[config.mk]
export PLATFORM = sky130hd
export DESIGN_NAME = tops_core
export DESIGN_NICKNAME = d
export VERILOG_FILES = /design/src/rtl/tops_pkg.sv /design/src/rtl/tops_core.sv
export SDC_FILE = /design/constraint.sdc
export NUM_CORES = 1
export LEC_CHECK = 0
export ABC_AREA = 1
export ABC_CLOCK_PERIOD_IN_PS = 2650
export BUFFER_PORTS_ARGS = -buffer_cell sky130_fd_sc_hd__buf_4
export CAP_MARGIN = 20
export CORE_ASPECT_RATIO = 1.75
export CORE_MARGIN = 2
export CORE_UTILIZATION = 32
export DETAILED_ROUTE_END_ITERATION = 7
export GPL_TIMING_DRIVEN = 0
export PLACE_DENSITY_LB_ADDON = 0.15
export REMOVE_ABC_BUFFERS = 1
export SYNTH_ARGS = -nofsm -noshare
export SYNTH_HDL_FRONTEND = slang
export SYNTH_SLANG_ARGS = --single-unit
[constraint.sdc]
create_clock -name clk -period 2.65 [get_ports clk]
set_input_delay 0.795 -clock clk [delete_from_list [all_inputs] [get_ports clk]]
set_output_delay 0.795 -clock clk [all_outputs]
set_load 0.05 [all_outputs]
[src/rtl/tops_pkg.sv]
package tops_pkg;

  // ----------------------------------------------------------------
  // Register byte offsets
  // ----------------------------------------------------------------
  localparam logic [7:0] OFF_OUT_EN   = 8'h00; // Output enable setting
  localparam logic [7:0] OFF_TRIP     = 8'h04; // Current and overvoltage trip selects
  localparam logic [7:0] OFF_MON_SEL  = 8'h08; // Monitor source select
  localparam logic [7:0] OFF_STM_MASK = 8'h0C; // Stream channel mask
  localparam logic [7:0] OFF_STM_EN   = 8'h10; // Streaming enable setting
  localparam logic [7:0] OFF_STM_CNT  = 8'h14; // Stream count
  localparam logic [7:0] OFF_MEAS_I   = 8'h18; // Latest current sample, mA
  localparam logic [7:0] OFF_MEAS_V   = 8'h1C; // Latest voltage sample, mV
  localparam logic [7:0] OFF_DIE_TEMPERATURE_QUERY     = 8'h20; // Latest die temperature, K
  localparam logic [7:0] OFF_OVL      = 8'h24; // Overload flags, write one to clear
  localparam logic [7:0] OFF_LOAD_NV  = 8'h28; // Write reloads saved copies

  // ----------------------------------------------------------------
  // Field positions
  // ----------------------------------------------------------------
  localparam int TRIP_I_LSB = 0; // Current limit trip select, 2 bits
  localparam int TRIP_V_LSB = 4; // Overvoltage trip select, 2 bits
  localparam int OVL_VPOS   = 0; // Positive overvoltage flag
  localparam int OVL_VNEG   = 1; // Negative overvoltage flag
  localparam int OVL_IPOS   = 2; // Positive current limit flag
  localparam int OVL_INEG   = 3; // Negative current limit flag

  // ----------------------------------------------------------------
  // Reset values and codes
  // ----------------------------------------------------------------
  localparam logic [1:0] MON_GND    = 2'h0;
  localparam logic [1:0] MON_CURRENT_MONITOR   = 2'h1;
  localparam logic [1:0] MON_VOLTAGE_MONITOR   = 2'h2;
  localparam logic [1:0] MON_STATUS = 2'h3;
  localparam logic [1:0] RST_MON    = 2'h0;
  localparam logic [1:0] RST_TRIP_V = 2'h3;
  localparam logic [1:0] RST_TRIP_I = 2'h0;
  localparam logic [1:0] RST_MASK   = 2'h3;
  localparam logic [11:0] ILIM_POS_RST = 12'h3E8; // 1000 mA
  localparam logic [7:0] ASCII_COMMA = 8'h2C;
  localparam logic [7:0] ASCII_LF    = 8'h0A;

  // ----------------------------------------------------------------
  // Timing
  // ----------------------------------------------------------------
  localparam longint CLK_HZ        = 25000000;
  localparam longint SAMPLE_MS     = 100;
  localparam longint STREAM_MS     = 1000;
  localparam int     SAMPLE_CYCLES = int'(CLK_HZ * SAMPLE_MS / 1000);
  localparam int     STREAM_CYCLES = int'(CLK_HZ * STREAM_MS / 1000);

endpackage : tops_pkg

[src/rtl/tops_core.sv]
`timescale 1ns/1ns
// Notes on behaviour
// (RULE_01) Enable one closes output path
// (RULE_02) Enable zero shorts load to ground
// (RULE_03) Separate positive and negative limit events trip
// (RULE_04) Current trip select code zero to three
// (RULE_05) Voltage compared, reported only, never limited
// (RULE_06) Overvoltage trip select code zero to three
// (RULE_07) Settings load from saved copies at power-on
// (RULE_08) Monitor mux: ground, current, voltage, status
// (RULE_09) Query returns latest current or voltage
// (RULE_10) Samples stored every 100 ms
// (RULE_11) Die temperature query returns kelvin
// (RULE_12) Mask bit0 current, bit1 voltage
// (RULE_13) One line per sample, comma separated
// (RULE_14) Lowest weight channel rightmost
// (RULE_15) Streaming enable zero off, one on
// (RULE_16) Count zero streams until enable rewritten
// (RULE_17) Nonzero count stops after that many
// (RULE_18) About one line per second
// (RULE_19) Threshold crossing raises overload flag
// (RULE_20) Positive current limit 0..1000, reset 1000; the output is held fixed at 1000 here
// (RULE_21) Trip clears enable until host re-enables
// (RULE_22) Finished counted stream clears enable
module tops_core #(
  parameter int SAMPLE_CYC = tops_pkg::SAMPLE_CYCLES,
  parameter int STREAM_CYC = tops_pkg::STREAM_CYCLES,
  parameter int CNT_W      = 16
) (
  input  wire logic        clk,
  input  wire logic        rst,
  input  wire logic        ce,
  // AHB-Lite slave
  input  wire logic        hsel,
  input  wire logic [31:0] haddr,
  input  wire logic [1:0]  htrans,
  input  wire logic        hwrite,
  input  wire logic [2:0]  hsize,
  input  wire logic [31:0] hwdata,
  input  wire logic        hready,
  output logic      [31:0] hrdata,
  output logic             hreadyout,
  output logic             hresp,
  // Saved copies of settings
  input  wire logic        nv_output_enable,
  input  wire logic [1:0]  nv_current_trip,
  input  wire logic [1:0]  nv_voltage_trip,
  input  wire logic [1:0]  nv_monitor_sel,
  input  wire logic [1:0]  nv_stream_mask,
  // Analog side
  input  wire logic        ilim_pos_engaged,
  input  wire logic        ilim_neg_engaged,
  input  wire logic signed [15:0] vout_mv,
  input  wire logic signed [15:0] iout_ma,
  input  wire logic signed [15:0] vth_pos_mv,
  input  wire logic signed [15:0] vth_neg_mv,
  input  wire logic [15:0] die_temp_k,
  input  wire logic        status_n,
  output logic             relay_close,
  output logic             relay_short_gnd,
  output logic [1:0]       monitor_connector,
  output logic [11:0]      positive_current_limit,
  // Streamed line output, one item per beat
  output logic             stm_valid,
  input  wire logic        stm_ready,
  output logic             stm_is_value,
  output logic signed [15:0] stm_value,
  output logic [7:0]       stm_char
);

  // ----------------------------------------------------------------
  // Types
  // ----------------------------------------------------------------
  typedef enum logic [3:0] {
    ST_IDLE = 4'h1,
    ST_VAL  = 4'h2,
    ST_SEP  = 4'h4,
    ST_EOL  = 4'h8
  } tops_stm_t;

  typedef struct packed {
    logic              loaded;    // Saved copies taken
    logic              out_en;
    logic [1:0]        trip_i;
    logic [1:0]        trip_v;
    logic [1:0]        mon_sel;
    logic [1:0]        mask;
    logic              stm_en;
    logic [CNT_W-1:0]  stm_cnt;
    logic [CNT_W-1:0]  stm_done;
    logic [3:0]        ovl;
    logic signed [15:0] meas_i;
    logic signed [15:0] meas_v;
    logic [15:0]       die_temperature_query;
    logic [31:0]       smp_tmr;
    logic [31:0]       stm_tmr;
    logic              lane;      // Current stream lane, 1 = voltage
    tops_stm_t         st;
    logic              dph;       // Data phase pending
    logic              dwr;
    logic [7:0]        daddr;
    logic [31:0]       rdata;
    logic              is_value;
    logic signed [15:0] value;
    logic [7:0]        chr;
  } tops_state_t;

  tops_state_t s_q;
  tops_state_t s_d;
  logic        v_pos;    // Voltage above positive threshold
  logic        v_neg;    // Voltage below negative threshold
  logic        trip;     // Any selected trip event
  logic        wr;       // Write data phase this cycle
  logic        rd;       // Read address phase this cycle
  logic        stm_write; // Streaming enable rewritten

  // ----------------------------------------------------------------
  // Protection comparators
  // ----------------------------------------------------------------
  assign v_pos = vout_mv > vth_pos_mv;   // RULE_05
  assign v_neg = vout_mv < vth_neg_mv;   // RULE_05
  assign trip  = (s_q.trip_i[0] & ilim_pos_engaged) | (s_q.trip_i[1] & ilim_neg_engaged) // RULE_03 RULE_04
               | (s_q.trip_v[0] & v_pos) | (s_q.trip_v[1] & v_neg); // RULE_06
  assign wr        = s_q.dph & s_q.dwr;
  assign rd        = hsel & hready & htrans[1] & ~hwrite;
  assign stm_write = wr & (s_q.daddr == tops_pkg::OFF_STM_EN);

  // ----------------------------------------------------------------
  // Next state
  // ----------------------------------------------------------------
  always_comb begin
    s_d = s_q;
    // Power-on load, taken one clock after reset release
    if (!s_q.loaded) begin
      s_d.loaded  = 1'b1;
      s_d.out_en  = nv_output_enable;   // RULE_07
      s_d.trip_i  = nv_current_trip;
      s_d.trip_v  = nv_voltage_trip;
      s_d.mon_sel = nv_monitor_sel;
      s_d.mask    = (nv_stream_mask == 2'h0) ? tops_pkg::RST_MASK : nv_stream_mask;
    end
    // Bus address phase capture
    s_d.dph = 1'b0;
    if (hsel && hready && htrans[1]) begin
      s_d.dph   = 1'b1;
      s_d.dwr   = hwrite;
      s_d.daddr = haddr[7:0];
    end
    // Register writes
    if (wr) begin
      case (s_q.daddr)
        tops_pkg::OFF_OUT_EN:   s_d.out_en  = hwdata[0];
        tops_pkg::OFF_TRIP: begin
          s_d.trip_i = hwdata[tops_pkg::TRIP_I_LSB +: 2];
          s_d.trip_v = hwdata[tops_pkg::TRIP_V_LSB +: 2];
        end
        tops_pkg::OFF_MON_SEL:  s_d.mon_sel = hwdata[1:0];
        tops_pkg::OFF_STM_MASK: begin
          if (hwdata[1:0] != 2'h0) begin
            s_d.mask = hwdata[1:0];     // RULE_12
          end
        end
        tops_pkg::OFF_STM_EN: begin
          s_d.stm_en   = hwdata[0];     // RULE_15
          s_d.stm_done = '0;
          s_d.stm_tmr  = '0;
        end
        tops_pkg::OFF_STM_CNT:  s_d.stm_cnt = hwdata[CNT_W-1:0];
        tops_pkg::OFF_LOAD_NV:  s_d.loaded  = 1'b0;
        default: begin
        end
      endcase
    end
    // Overload flags: set wins over write-one-clear
    if (wr && s_q.daddr == tops_pkg::OFF_OVL) begin
      s_d.ovl = s_q.ovl & ~hwdata[3:0];
    end
    if (v_pos) s_d.ovl[tops_pkg::OVL_VPOS] = 1'b1;            // RULE_19
    if (v_neg) s_d.ovl[tops_pkg::OVL_VNEG] = 1'b1;            // RULE_19
    if (ilim_pos_engaged) s_d.ovl[tops_pkg::OVL_IPOS] = 1'b1; // RULE_03
    if (ilim_neg_engaged) s_d.ovl[tops_pkg::OVL_INEG] = 1'b1; // RULE_03
    // Trip forces output off; beats a same-cycle enable write
    if (trip && s_q.loaded) begin
      s_d.out_en = 1'b0;                // RULE_21
    end
    // Periodic sample store
    if (s_q.smp_tmr >= 32'(SAMPLE_CYC - 1)) begin
      s_d.smp_tmr = '0;
      s_d.meas_i  = iout_ma;            // RULE_10
      s_d.meas_v  = vout_mv;
      s_d.die_temperature_query    = die_temp_k;         // RULE_11
    end else begin
      s_d.smp_tmr = s_q.smp_tmr + 32'h1;
    end
    // Stream pacing timer runs only while enabled
    if (s_q.stm_en && s_q.stm_tmr < 32'(STREAM_CYC - 1) && !stm_write) begin
      s_d.stm_tmr = s_q.stm_tmr + 32'h1;
    end
    // Stream sequencer
    case (s_q.st)
      ST_IDLE: begin
        if (s_q.stm_en && s_q.stm_tmr >= 32'(STREAM_CYC - 1) && !stm_write) begin // RULE_18
          s_d.stm_tmr  = '0;
          s_d.lane     = s_q.mask[1];   // RULE_14
          s_d.is_value = 1'b1;
          s_d.value    = s_q.mask[1] ? s_q.meas_v : s_q.meas_i;
          s_d.st       = ST_VAL;
        end
      end
      ST_VAL: begin
        if (stm_ready) begin
          if (s_q.lane && s_q.mask[0]) begin
            s_d.is_value = 1'b0;
            s_d.chr      = tops_pkg::ASCII_COMMA; // RULE_13
            s_d.st       = ST_SEP;
          end else begin
            s_d.is_value = 1'b0;
            s_d.chr      = tops_pkg::ASCII_LF;
            s_d.st       = ST_EOL;
          end
        end
      end
      ST_SEP: begin
        if (stm_ready) begin
          s_d.lane     = 1'b0;
          s_d.is_value = 1'b1;
          s_d.value    = s_q.meas_i;    // RULE_14
          s_d.st       = ST_VAL;
        end
      end
      ST_EOL: begin
        if (stm_ready) begin
          s_d.st = ST_IDLE;
          if (s_q.stm_cnt != '0) begin
            s_d.stm_done = s_q.stm_done + CNT_W'(1);
            if (s_q.stm_done + CNT_W'(1) >= s_q.stm_cnt) begin
              s_d.stm_en = 1'b0;        // RULE_17 RULE_22
            end
          end                           // RULE_16
        end
      end
      default: s_d.st = ST_IDLE;
    endcase
    // Read data for the coming data phase
    s_d.rdata = '0;
    if (rd) begin
      case (haddr[7:0])
        tops_pkg::OFF_OUT_EN:   s_d.rdata = {31'h0, s_d.out_en};
        tops_pkg::OFF_TRIP:     s_d.rdata = {26'h0, s_d.trip_v, 2'h0, s_d.trip_i};
        tops_pkg::OFF_MON_SEL:  s_d.rdata = {30'h0, s_d.mon_sel};
        tops_pkg::OFF_STM_MASK: s_d.rdata = {30'h0, s_d.mask};
        tops_pkg::OFF_STM_EN:   s_d.rdata = {31'h0, s_d.stm_en};
        tops_pkg::OFF_STM_CNT:  s_d.rdata = 32'(s_d.stm_cnt);
        tops_pkg::OFF_MEAS_I:   s_d.rdata = 32'(signed'(s_q.meas_i)); // RULE_09
        tops_pkg::OFF_MEAS_V:   s_d.rdata = 32'(signed'(s_q.meas_v)); // RULE_09
        tops_pkg::OFF_DIE_TEMPERATURE_QUERY:     s_d.rdata = {16'h0, s_q.die_temperature_query};        // RULE_11
        tops_pkg::OFF_OVL:      s_d.rdata = {28'h0, s_q.ovl};         // RULE_19
        default:                s_d.rdata = 32'h0;
      endcase
    end
  end

  // ----------------------------------------------------------------
  // State register
  // ----------------------------------------------------------------
  always_ff @(posedge clk) begin
    if (rst) begin
      s_q          <= '0;
      s_q.trip_v   <= tops_pkg::RST_TRIP_V;
      s_q.trip_i   <= tops_pkg::RST_TRIP_I;
      s_q.mon_sel  <= tops_pkg::RST_MON;  // RULE_08
      s_q.mask     <= tops_pkg::RST_MASK;
      s_q.st       <= ST_IDLE;
    end else if (ce) begin
      s_q <= s_d;
    end
  end

  // ----------------------------------------------------------------
  // Outputs
  // ----------------------------------------------------------------
  // Relay held safe until saved settings are loaded
  assign relay_close     = s_q.out_en & s_q.loaded;     // RULE_01
  assign relay_short_gnd = ~relay_close;                // RULE_02
  assign monitor_connector = s_q.mon_sel;               // RULE_08
  // Limit value storage lives elsewhere; reset value presented here
  assign positive_current_limit = tops_pkg::ILIM_POS_RST; // RULE_20
  assign hrdata    = s_q.rdata;
  assign hreadyout = 1'b1;
  assign hresp     = 1'b0;
  assign stm_valid    = (s_q.st != ST_IDLE);
  assign stm_is_value = s_q.is_value;
  assign stm_value    = s_q.value;
  assign stm_char     = s_q.chr;

  // Status line is routed by the analog mux; not used by this logic
  logic unused_ok;
  assign unused_ok = status_n ^ hsize[0];

endmodule : tops_core

==> flow_summary.toml, run 1 <==
[run_status]
outcome = "finished with violations"
failed_checks = "setup timing"

[floorplanning]
die-area_sq_um = 39900
fp.dieW_um = 152
io_pins = 244
start_util_pct = 32.5
core_sq_um = 37600
num_rows = 94
die_h_um = 263

[global_route]
grt_antenna_before_repair = 0
grt_pass1_vias = 11508
grt_use_total_pct = 18.4
grt_pass1_wl_um = 60500
grt_max_degree = 83
gr-total-overflow = 0

[power]
clkPwrFrac_pct = 41.2
p_switching_w = 0.00193
powerDensity_nw_per_um2 = 486
power_frac_comb_pct = 13.3
swShare_pct = 26.9
p_leak_nw = 6.43
p_int_w = 0.00525
pwr-share-seq_pct = 45.5
peakVddDrop_mv = 0.436
power_w = 0.00718

[timing]
finalHoldViolations = 0
worst_pin_slew_ps = 900
fmax_ghz = 0.339
finalMaxSlewViolations = 0
rsz0062_at_grt = "yes"
setup_tns_ps = -534
fin_crit_sh_pct = 111
relSlewSlack_pct = 40.0
layout_setup_ws_ps = -297
fin_crit_ps = 2950
finClkSkew_ps = 18.3
setup_viol = 2

[cts]
cts_buffer_depth = 3
clk_latency_ps = 520
numClockSinks = 211
cts_buffers = 21
path_clk_slew_ps = 60
clockRootBuffer = "clkbuf_16"
holdBufCountCts = 0
cts_tree = "done"
h-tree-depth = 1

[finish]
insertedDiodeCount = 0
layout-drive-gt1-share_pct = 17.6
final_util_pct = 39.3
register_area_sq_um = 4240
area_delta_synth_final_pct = 20.8
fillers = 3962
fin_nets = 2113
multiInputGateArea_sq_um = 6610

[route]
num_vias = 11673
drt_iter0_drc = 539
finalWirelength_um = 38200
drc = 0
drtPass1Iterations = 5
viasPerCell = 4.89
ant_nets = 0
wl_per_cell_um = 16.0

[logic_synthesis]
synth_edf_count = 0
ys_ff_latch = 211
yosys_warnings = 0
netlist_instances = 1784
yosysUniqueCellTypes = 56
synth_flop_cell = "dfxtp_1"
async_reset_ff_share_pct = 0
synth_top_cells_by_count = "389 x nand2_1, 216 x inv_1, 211 x dfxtp_1, 175 x a21oi_1, 162 x nor2_1"
synthTopCellsByArea = "dfxtp_1 35%, nand2_1 12%, a21oi_1 7.2%"
yosysMostFrequentCell = "nand2_1"
yosysTopAreaCell = "dfxtp_1"
yosysTopAreaCellShare_pct = 34.5
seq_area_frac_synth_pct = 34.5
avgSynthCellArea_sq_um = 6.86
netlist_area_sq_um = 12200

[worst_setup_path]
crit_slowest_cell = "dfxtp_4"
crit_path_end_kind = "flip-flop"
cp_max_fo = 4
slowest_delay_ps = 380
critPathKind = "reg2reg"
cp_common_cell = "nand2_1"
critical_path_buf_inv_count = 4
cp_cell_sequence = "nand3_4 > nor2_4 > nand4_1 > nor3_2 > nand3_2 > nor2_4 > buf_4 > buf_4 > nand3_1 > nand2_1 > nand2_1 > inv_2 > ha_4 > a21oi_2 > o21ai_2 > a21oi_2 > nand3_2 > nand2_4 > nand3_2 > nand2_1 > inv_1 > nand2_1 > nand2_2 > a21oi_2"
critical_path_arrival_ps = 3390
crit_path_start_kind = "flip-flop"
required_ps = 3100
crit_family = "simple AND/OR/NAND/NOR gates"

[placed_design]
hpwl_um = 28000
dpl_worst_slack_ps = -785
place_congestion = 0.835
io_buffers = 180

[worst_hold_path]
hold_class = "reg2reg"

[job]
drv_cap = 0
==> repair_timing <==
action / CTS / global route
gates cloned: 0 / 1
gates resized for setup: 39 / 17
pin swaps: 23 / 20
buffers inserted: 20 / 6
setup endpoints to repair: 71 / 69
==> cells in the final DEF (no fill, tap or decap), types with 7 or more instances in the layout <==
master / Yosys / routed
nor3_2: 7 / 7
clkbuf_1: 49 / 7
a221oi_1: 9 / 9
a21oi_2: 2 / 7
a21oi_1: 175 / 170
nand2_2: 6 / 10
nand4_1: 32 / 32
dfxtp_1: 211 / 207
buf_4: 75 / 204
conb_1: 2 / 18
o21ai_0: 97 / 96
nor2_2: 6 / 9
ha_1: 50 / 46
inv_1: 216 / 213
nand3_1: 99 / 92
nand2_1: 389 / 381
nor2_1: 162 / 157
clkbuf_16: 0 / 22
o21ai_1: 13 / 13
nor3_1: 22 / 20
nand3_2: 5 / 10
o211ai_1: 25 / 25
inv_2: 10 / 11
xor2_1: 38 / 34
==> final timing paths <==
kind                            cells past startpoint      from  slack [ps]   endpoint
worst min-delay path                                2  s_q[135]         440   s_q[135]
worst max-delay path                               24  s_q[188]        -300  hrdata[0]
worst min register to register                      2  s_q[135]         440   s_q[135]
worst max register to register                     24  s_q[188]        -300  hrdata[0]
==> per-layer routing <==
| metal | up-vias | global-route usage [%] | wire, um |
|---|---|---|---|
| met1 | 5436 | 19.1 | 14300 |
| met3 | 55 | 2.34 | 1480 |
| met4 | 0 | 5.89 | 1200 |
| met5 | - | 0 | 0 |
| li1 | 5956 | - | - |
| met2 | 226 | 37.2 | 21200 |
==> logic make-up after synthesis <==
family                   Yosys count  share of synthesized area [%]
AND/OR/NAND/NOR                  746                           26.5
buffers and inverters            373                           14.0
AO/OA/AOI/OAI                    361                           16.8
flip-flops                       211                           34.5
adder cells (fa/ha/maj)           50                           5.11
XOR/XNOR                          41                           2.94
other                              2                         0.0614
==> state kept, by name, summed over array words and instances (netlist names) <==
register,flops
stm_char,3
stm_is_value,1
hrdata,17
s_q,172
monitor_connector,2
stm_value,16
==> power by group through the flow <==
stage / sequential (W) / combinational, W / clock [W]
after floorplan: 0.00335 / 0.000475 / 0
after global placement: 0.00334 / 0.000882 / 0
after detailed placement: 0.00334 / 0.000919 / 0
after CTS: 0.00327 / 0.000948 / 0.00306
after global routing: 0.00327 / 0.00106 / 0.00318
final: 0.00327 / 0.000956 / 0.00296
==> final cells by class <==
class,count,share of cell area (%)
multi-input combinational,1216,44.8
sequential,211,28.7
timing repair buffer,217,12.2
inverter,228,5.85
clock buffer,32,4.11
tap,480,4.07
clock inverter,4,0.330
==> worst min-delay path, stage by stage (launching register included) <==
cell	delay (ps)
dfxtp_1	310
nand2_1	60
nor2_1	30
==> metrics by stage <==
step           instance area [sq um]  std cells  hold slack [ps]
6_report                       14800       2388              442
5_1_grt                        14800       2388              459
4_1_cts                        14600       2380              443
3_5_place_dp                   13600       2324              431
3_3_place_gp                   13400       2315              428
2_1_floorplan                  11400       1655              419
Power figures use the tool's default switching activity.
==> run 2: changes to the inputs <==
ABC_AREA = default   (was 1)
ABC_CLOCK_PERIOD_IN_PS = 3400   (was 2650)
clock period = 3.4 ns   (was 2.65 ns; I/O delays follow)
==> run 2 against run 1 <==
Compared with the run above:
- the run now ends clean
- global-route usage down 0.48 points
- clock power down 11%
- non-clock buffer count down 20
- routed wire length down 7.0%
- sequential power down 24%
- worst hold slack better by 15 ps
- synthesized area down 2.2%
- cell count down 14%
- setup slack better by 420 ps
- maximum frequency down 10%
- critical path depth down 10
- count of clock-buffer cells in the layout down 3
- largest cell class unchanged
==> flow_summary.toml, run 2 <==
[worst_setup_path]
crit_path_end_kind = "flip-flop"
slowest_delay_ps = 470
critPathKind = "reg2reg"
critical_path_arrival_ps = 3700
crit_slowest_cell = "or4_1"
cp_common_cell = "nand3_4"
cp_max_fo = 5
cp_cell_sequence = "ha_4 > nand3_4 > nor4_4 > and3_4 > nand3_4 > xnor2_2 > ha_1 > nand3_2 > a211oi_2 > o21ai_1 > o21ai_2 > nor3_1 > or4_1 > o21a_1"
required_ps = 3820
crit_path_start_kind = "flip-flop"

[logic_synthesis]
yosys_warnings = 0
synth_top_family_by_area = "simple AND/OR/NAND/NOR gates"
yosysTopAreaCell = "dfxtp_1"
yosysTopAreaCellShare_pct = 35.3
ys_ff_latch = 211
synth_compound_area_share_pct = 14.2
synthTopCellsByArea = "dfxtp_1 35%, mux2i_1 8.8%, nor2_1 6.4%"
synth-simple-area-share_pct = 22.1
avgSynthCellArea_sq_um = 8.17
yosysUniqueCellTypes = 80
netlist_area_sq_um = 12000
async_reset_ff_share_pct = 0
synth_flop_cell = "dfxtp_1"
synth_xor_area_share_pct = 3.15
seq_area_frac_synth_pct = 35.3
synth_edf_count = 0
yosys-mux-area-fraction_pct = 10.7
synthAdderAreaFrac_pct = 5.23
netlist_instances = 1465
yosysMostFrequentCell = "dfxtp_1"
synth_top_cells_by_count = "211 x dfxtp_1, 203 x nor2_1, 145 x nand2_1, 105 x mux2i_1, 89 x a21oi_1"

[floorplanning]
fp.dieW_um = 150
io_pins = 244
core_sq_um = 36900
num_rows = 93
start_util_pct = 32.4
die-area_sq_um = 39000
die_h_um = 260

[route]
num_vias = 10428
drc = 0
drt_iter0_drc = 390
ant_nets = 0
viasPerCell = 5.10
wl_per_cell_um = 17.4
drtPass1Iterations = 4
finalWirelength_um = 35500

[power]
power_w = 0.00563
peakVddDrop_mv = 0.334
swShare_pct = 24.3
p_switching_w = 0.00137
pwr-share-seq_pct = 44.4
p_leak_nw = 5.83
clkPwrFrac_pct = 47.0
powerDensity_nw_per_um2 = 396
power_frac_comb_pct = 8.6
p_int_w = 0.00426

[timing]
layout_setup_ws_ps = 128
fin_crit_ps = 3270
relSlewSlack_pct = 41.3
rsz0062_at_grt = "yes"
setup_viol = 0
finClkSkew_ps = 15.1
worst_pin_slew_ps = 876
fin_crit_sh_pct = 96.2
fmax_ghz = 0.306
finalMaxSlewViolations = 0
setup_tns_ps = 0
finalHoldViolations = 0

[cts]
cts_tree = "done"
numClockSinks = 211
cts_buffer_depth = 3
clk_latency_ps = 530
h-tree-depth = 1
path_clk_slew_ps = 60
clockRootBuffer = "clkbuf_16"
cts_buffers = 22

[global_route]
grt_pass1_vias = 10529
gr-total-overflow = 0
grt_antenna_before_repair = 0
grt_pass1_wl_um = 56000
grt_use_total_pct = 17.9
grt_max_degree = 113

[finish]
area_delta_synth_final_pct = 18.9
layout_common_cells = "203 x nor2_1, 202 x dfxtp_1, 190 x buf_4, 145 x nand2_1, 105 x mux2i_1"
layout_commonest_cell = "nor2_1"
regMostFlops = "s_q"
insertedDiodeCount = 0
largest_register_ffs = 172
fin_nets = 1774
layout-drive-gt1-share_pct = 19.2
fillers = 3800

[job]
drv_cap = 0

[placed_design]
hpwl_um = 26700
place_congestion = 0.829
dpl_worst_slack_ps = -802
io_buffers = 180

[worst_hold_path]
hold_class = "reg2reg"

[run_status]
outcome = "finished clean"
[run 2: worst paths after layout]
path | to | cells past startpoint | startpoint | slack (ps)
setup / recovery | hrdata[0] | 14 | s_q[188] | 130
hold / removal | s_q[103] | 1 | s_q[103] | 460
setup reg to reg | hrdata[0] | 14 | s_q[188] | 130
hold reg to reg | s_q[103] | 1 | s_q[103] | 460
[run 2: per-layer routing]
metal | vias to the layer above | GRT usage, % | routed length, um
met2 | 194 | 35.9 | 20100
met5 | - | 0 | 0
met1 | 4946 | 18.4 | 13000
li1 | 5244 | - | -
met4 | 0 | 5.24 | 786
met3 | 44 | 3.05 | 1630
[run 2: layout make-up]
type                            count  area (sq um)  share of cell area [%]
Clock buffer                       29           618                    4.35
Multi-Input combinational cell   1061          6820                    48.0
Tap cell                          475           594                    4.18
Timing Repair Buffer              197          1550                    10.9
Inverter                           63           236                    1.66
Clock inverter                      9           151                    1.06
Sequential cell                   211          4250                    29.8
[run 2: per-stage QoR]
| step | cell area (sq um) | cells | hold WS (ps) | util [%] |
|---|---|---|---|---|
| after detailed placement | 13200 | 1997 | 444 | 35.9 |
| after floorplan | 11200 | 1335 | 425 | - |
| after global routing | 14200 | 2045 | 467 | 38.6 |
| after global placement | 13100 | 1990 | 438 | 35.5 |
| final | 14200 | 2045 | 457 | 38.6 |
| after CTS | 14100 | 2035 | 460 | 38.1 |
[run 2: cells by family (layout without fill, tap and decap cells)]
| kind of cell | count (synthesis) | count (layout) |
|---|---|---|
| flip-flops | 211 | 211 |
| multiplexers | 125 | 125 |
| adder cells (fa/ha/maj) | 50 | 50 |
| AND/OR/NAND/NOR | 557 | 557 |
| buffers and inverters | 209 | 298 |
| other | 2 | 18 |
| AO/OA/AOI/OAI | 268 | 268 |
| XOR/XNOR | 43 | 43 |
[run 2: repair_timing]
item | CTS | global route
endpoints found under the setup margin | 35 | 1
pin swaps | 3 | 15
hold buffers | 0 | 0
buffers inserted | 0 | 10
gates resized for setup | 15 | 20
[run 2: power by group through the flow]
stage	Sequential [W]	Combinational, W	Clock, W
6_report	0.00250	0.000484	0.00264
5_1_grt	0.00250	0.000531	0.00281
4_1_cts	0.00251	0.000492	0.00272
3_5_place_dp	0.00256	0.000491	0
3_3_place_gp	0.00256	0.000476	0
2_1_floorplan	0.00256	0.000216	0
[run 2: worst max-delay path, delay by kind of cell (launching register included)]
family          cells  cell delay (ps)
simple gates        7             1470
xor+xnor            1              170
compound gates      4              650
flops               1              380
fa+ha+maj           2              490
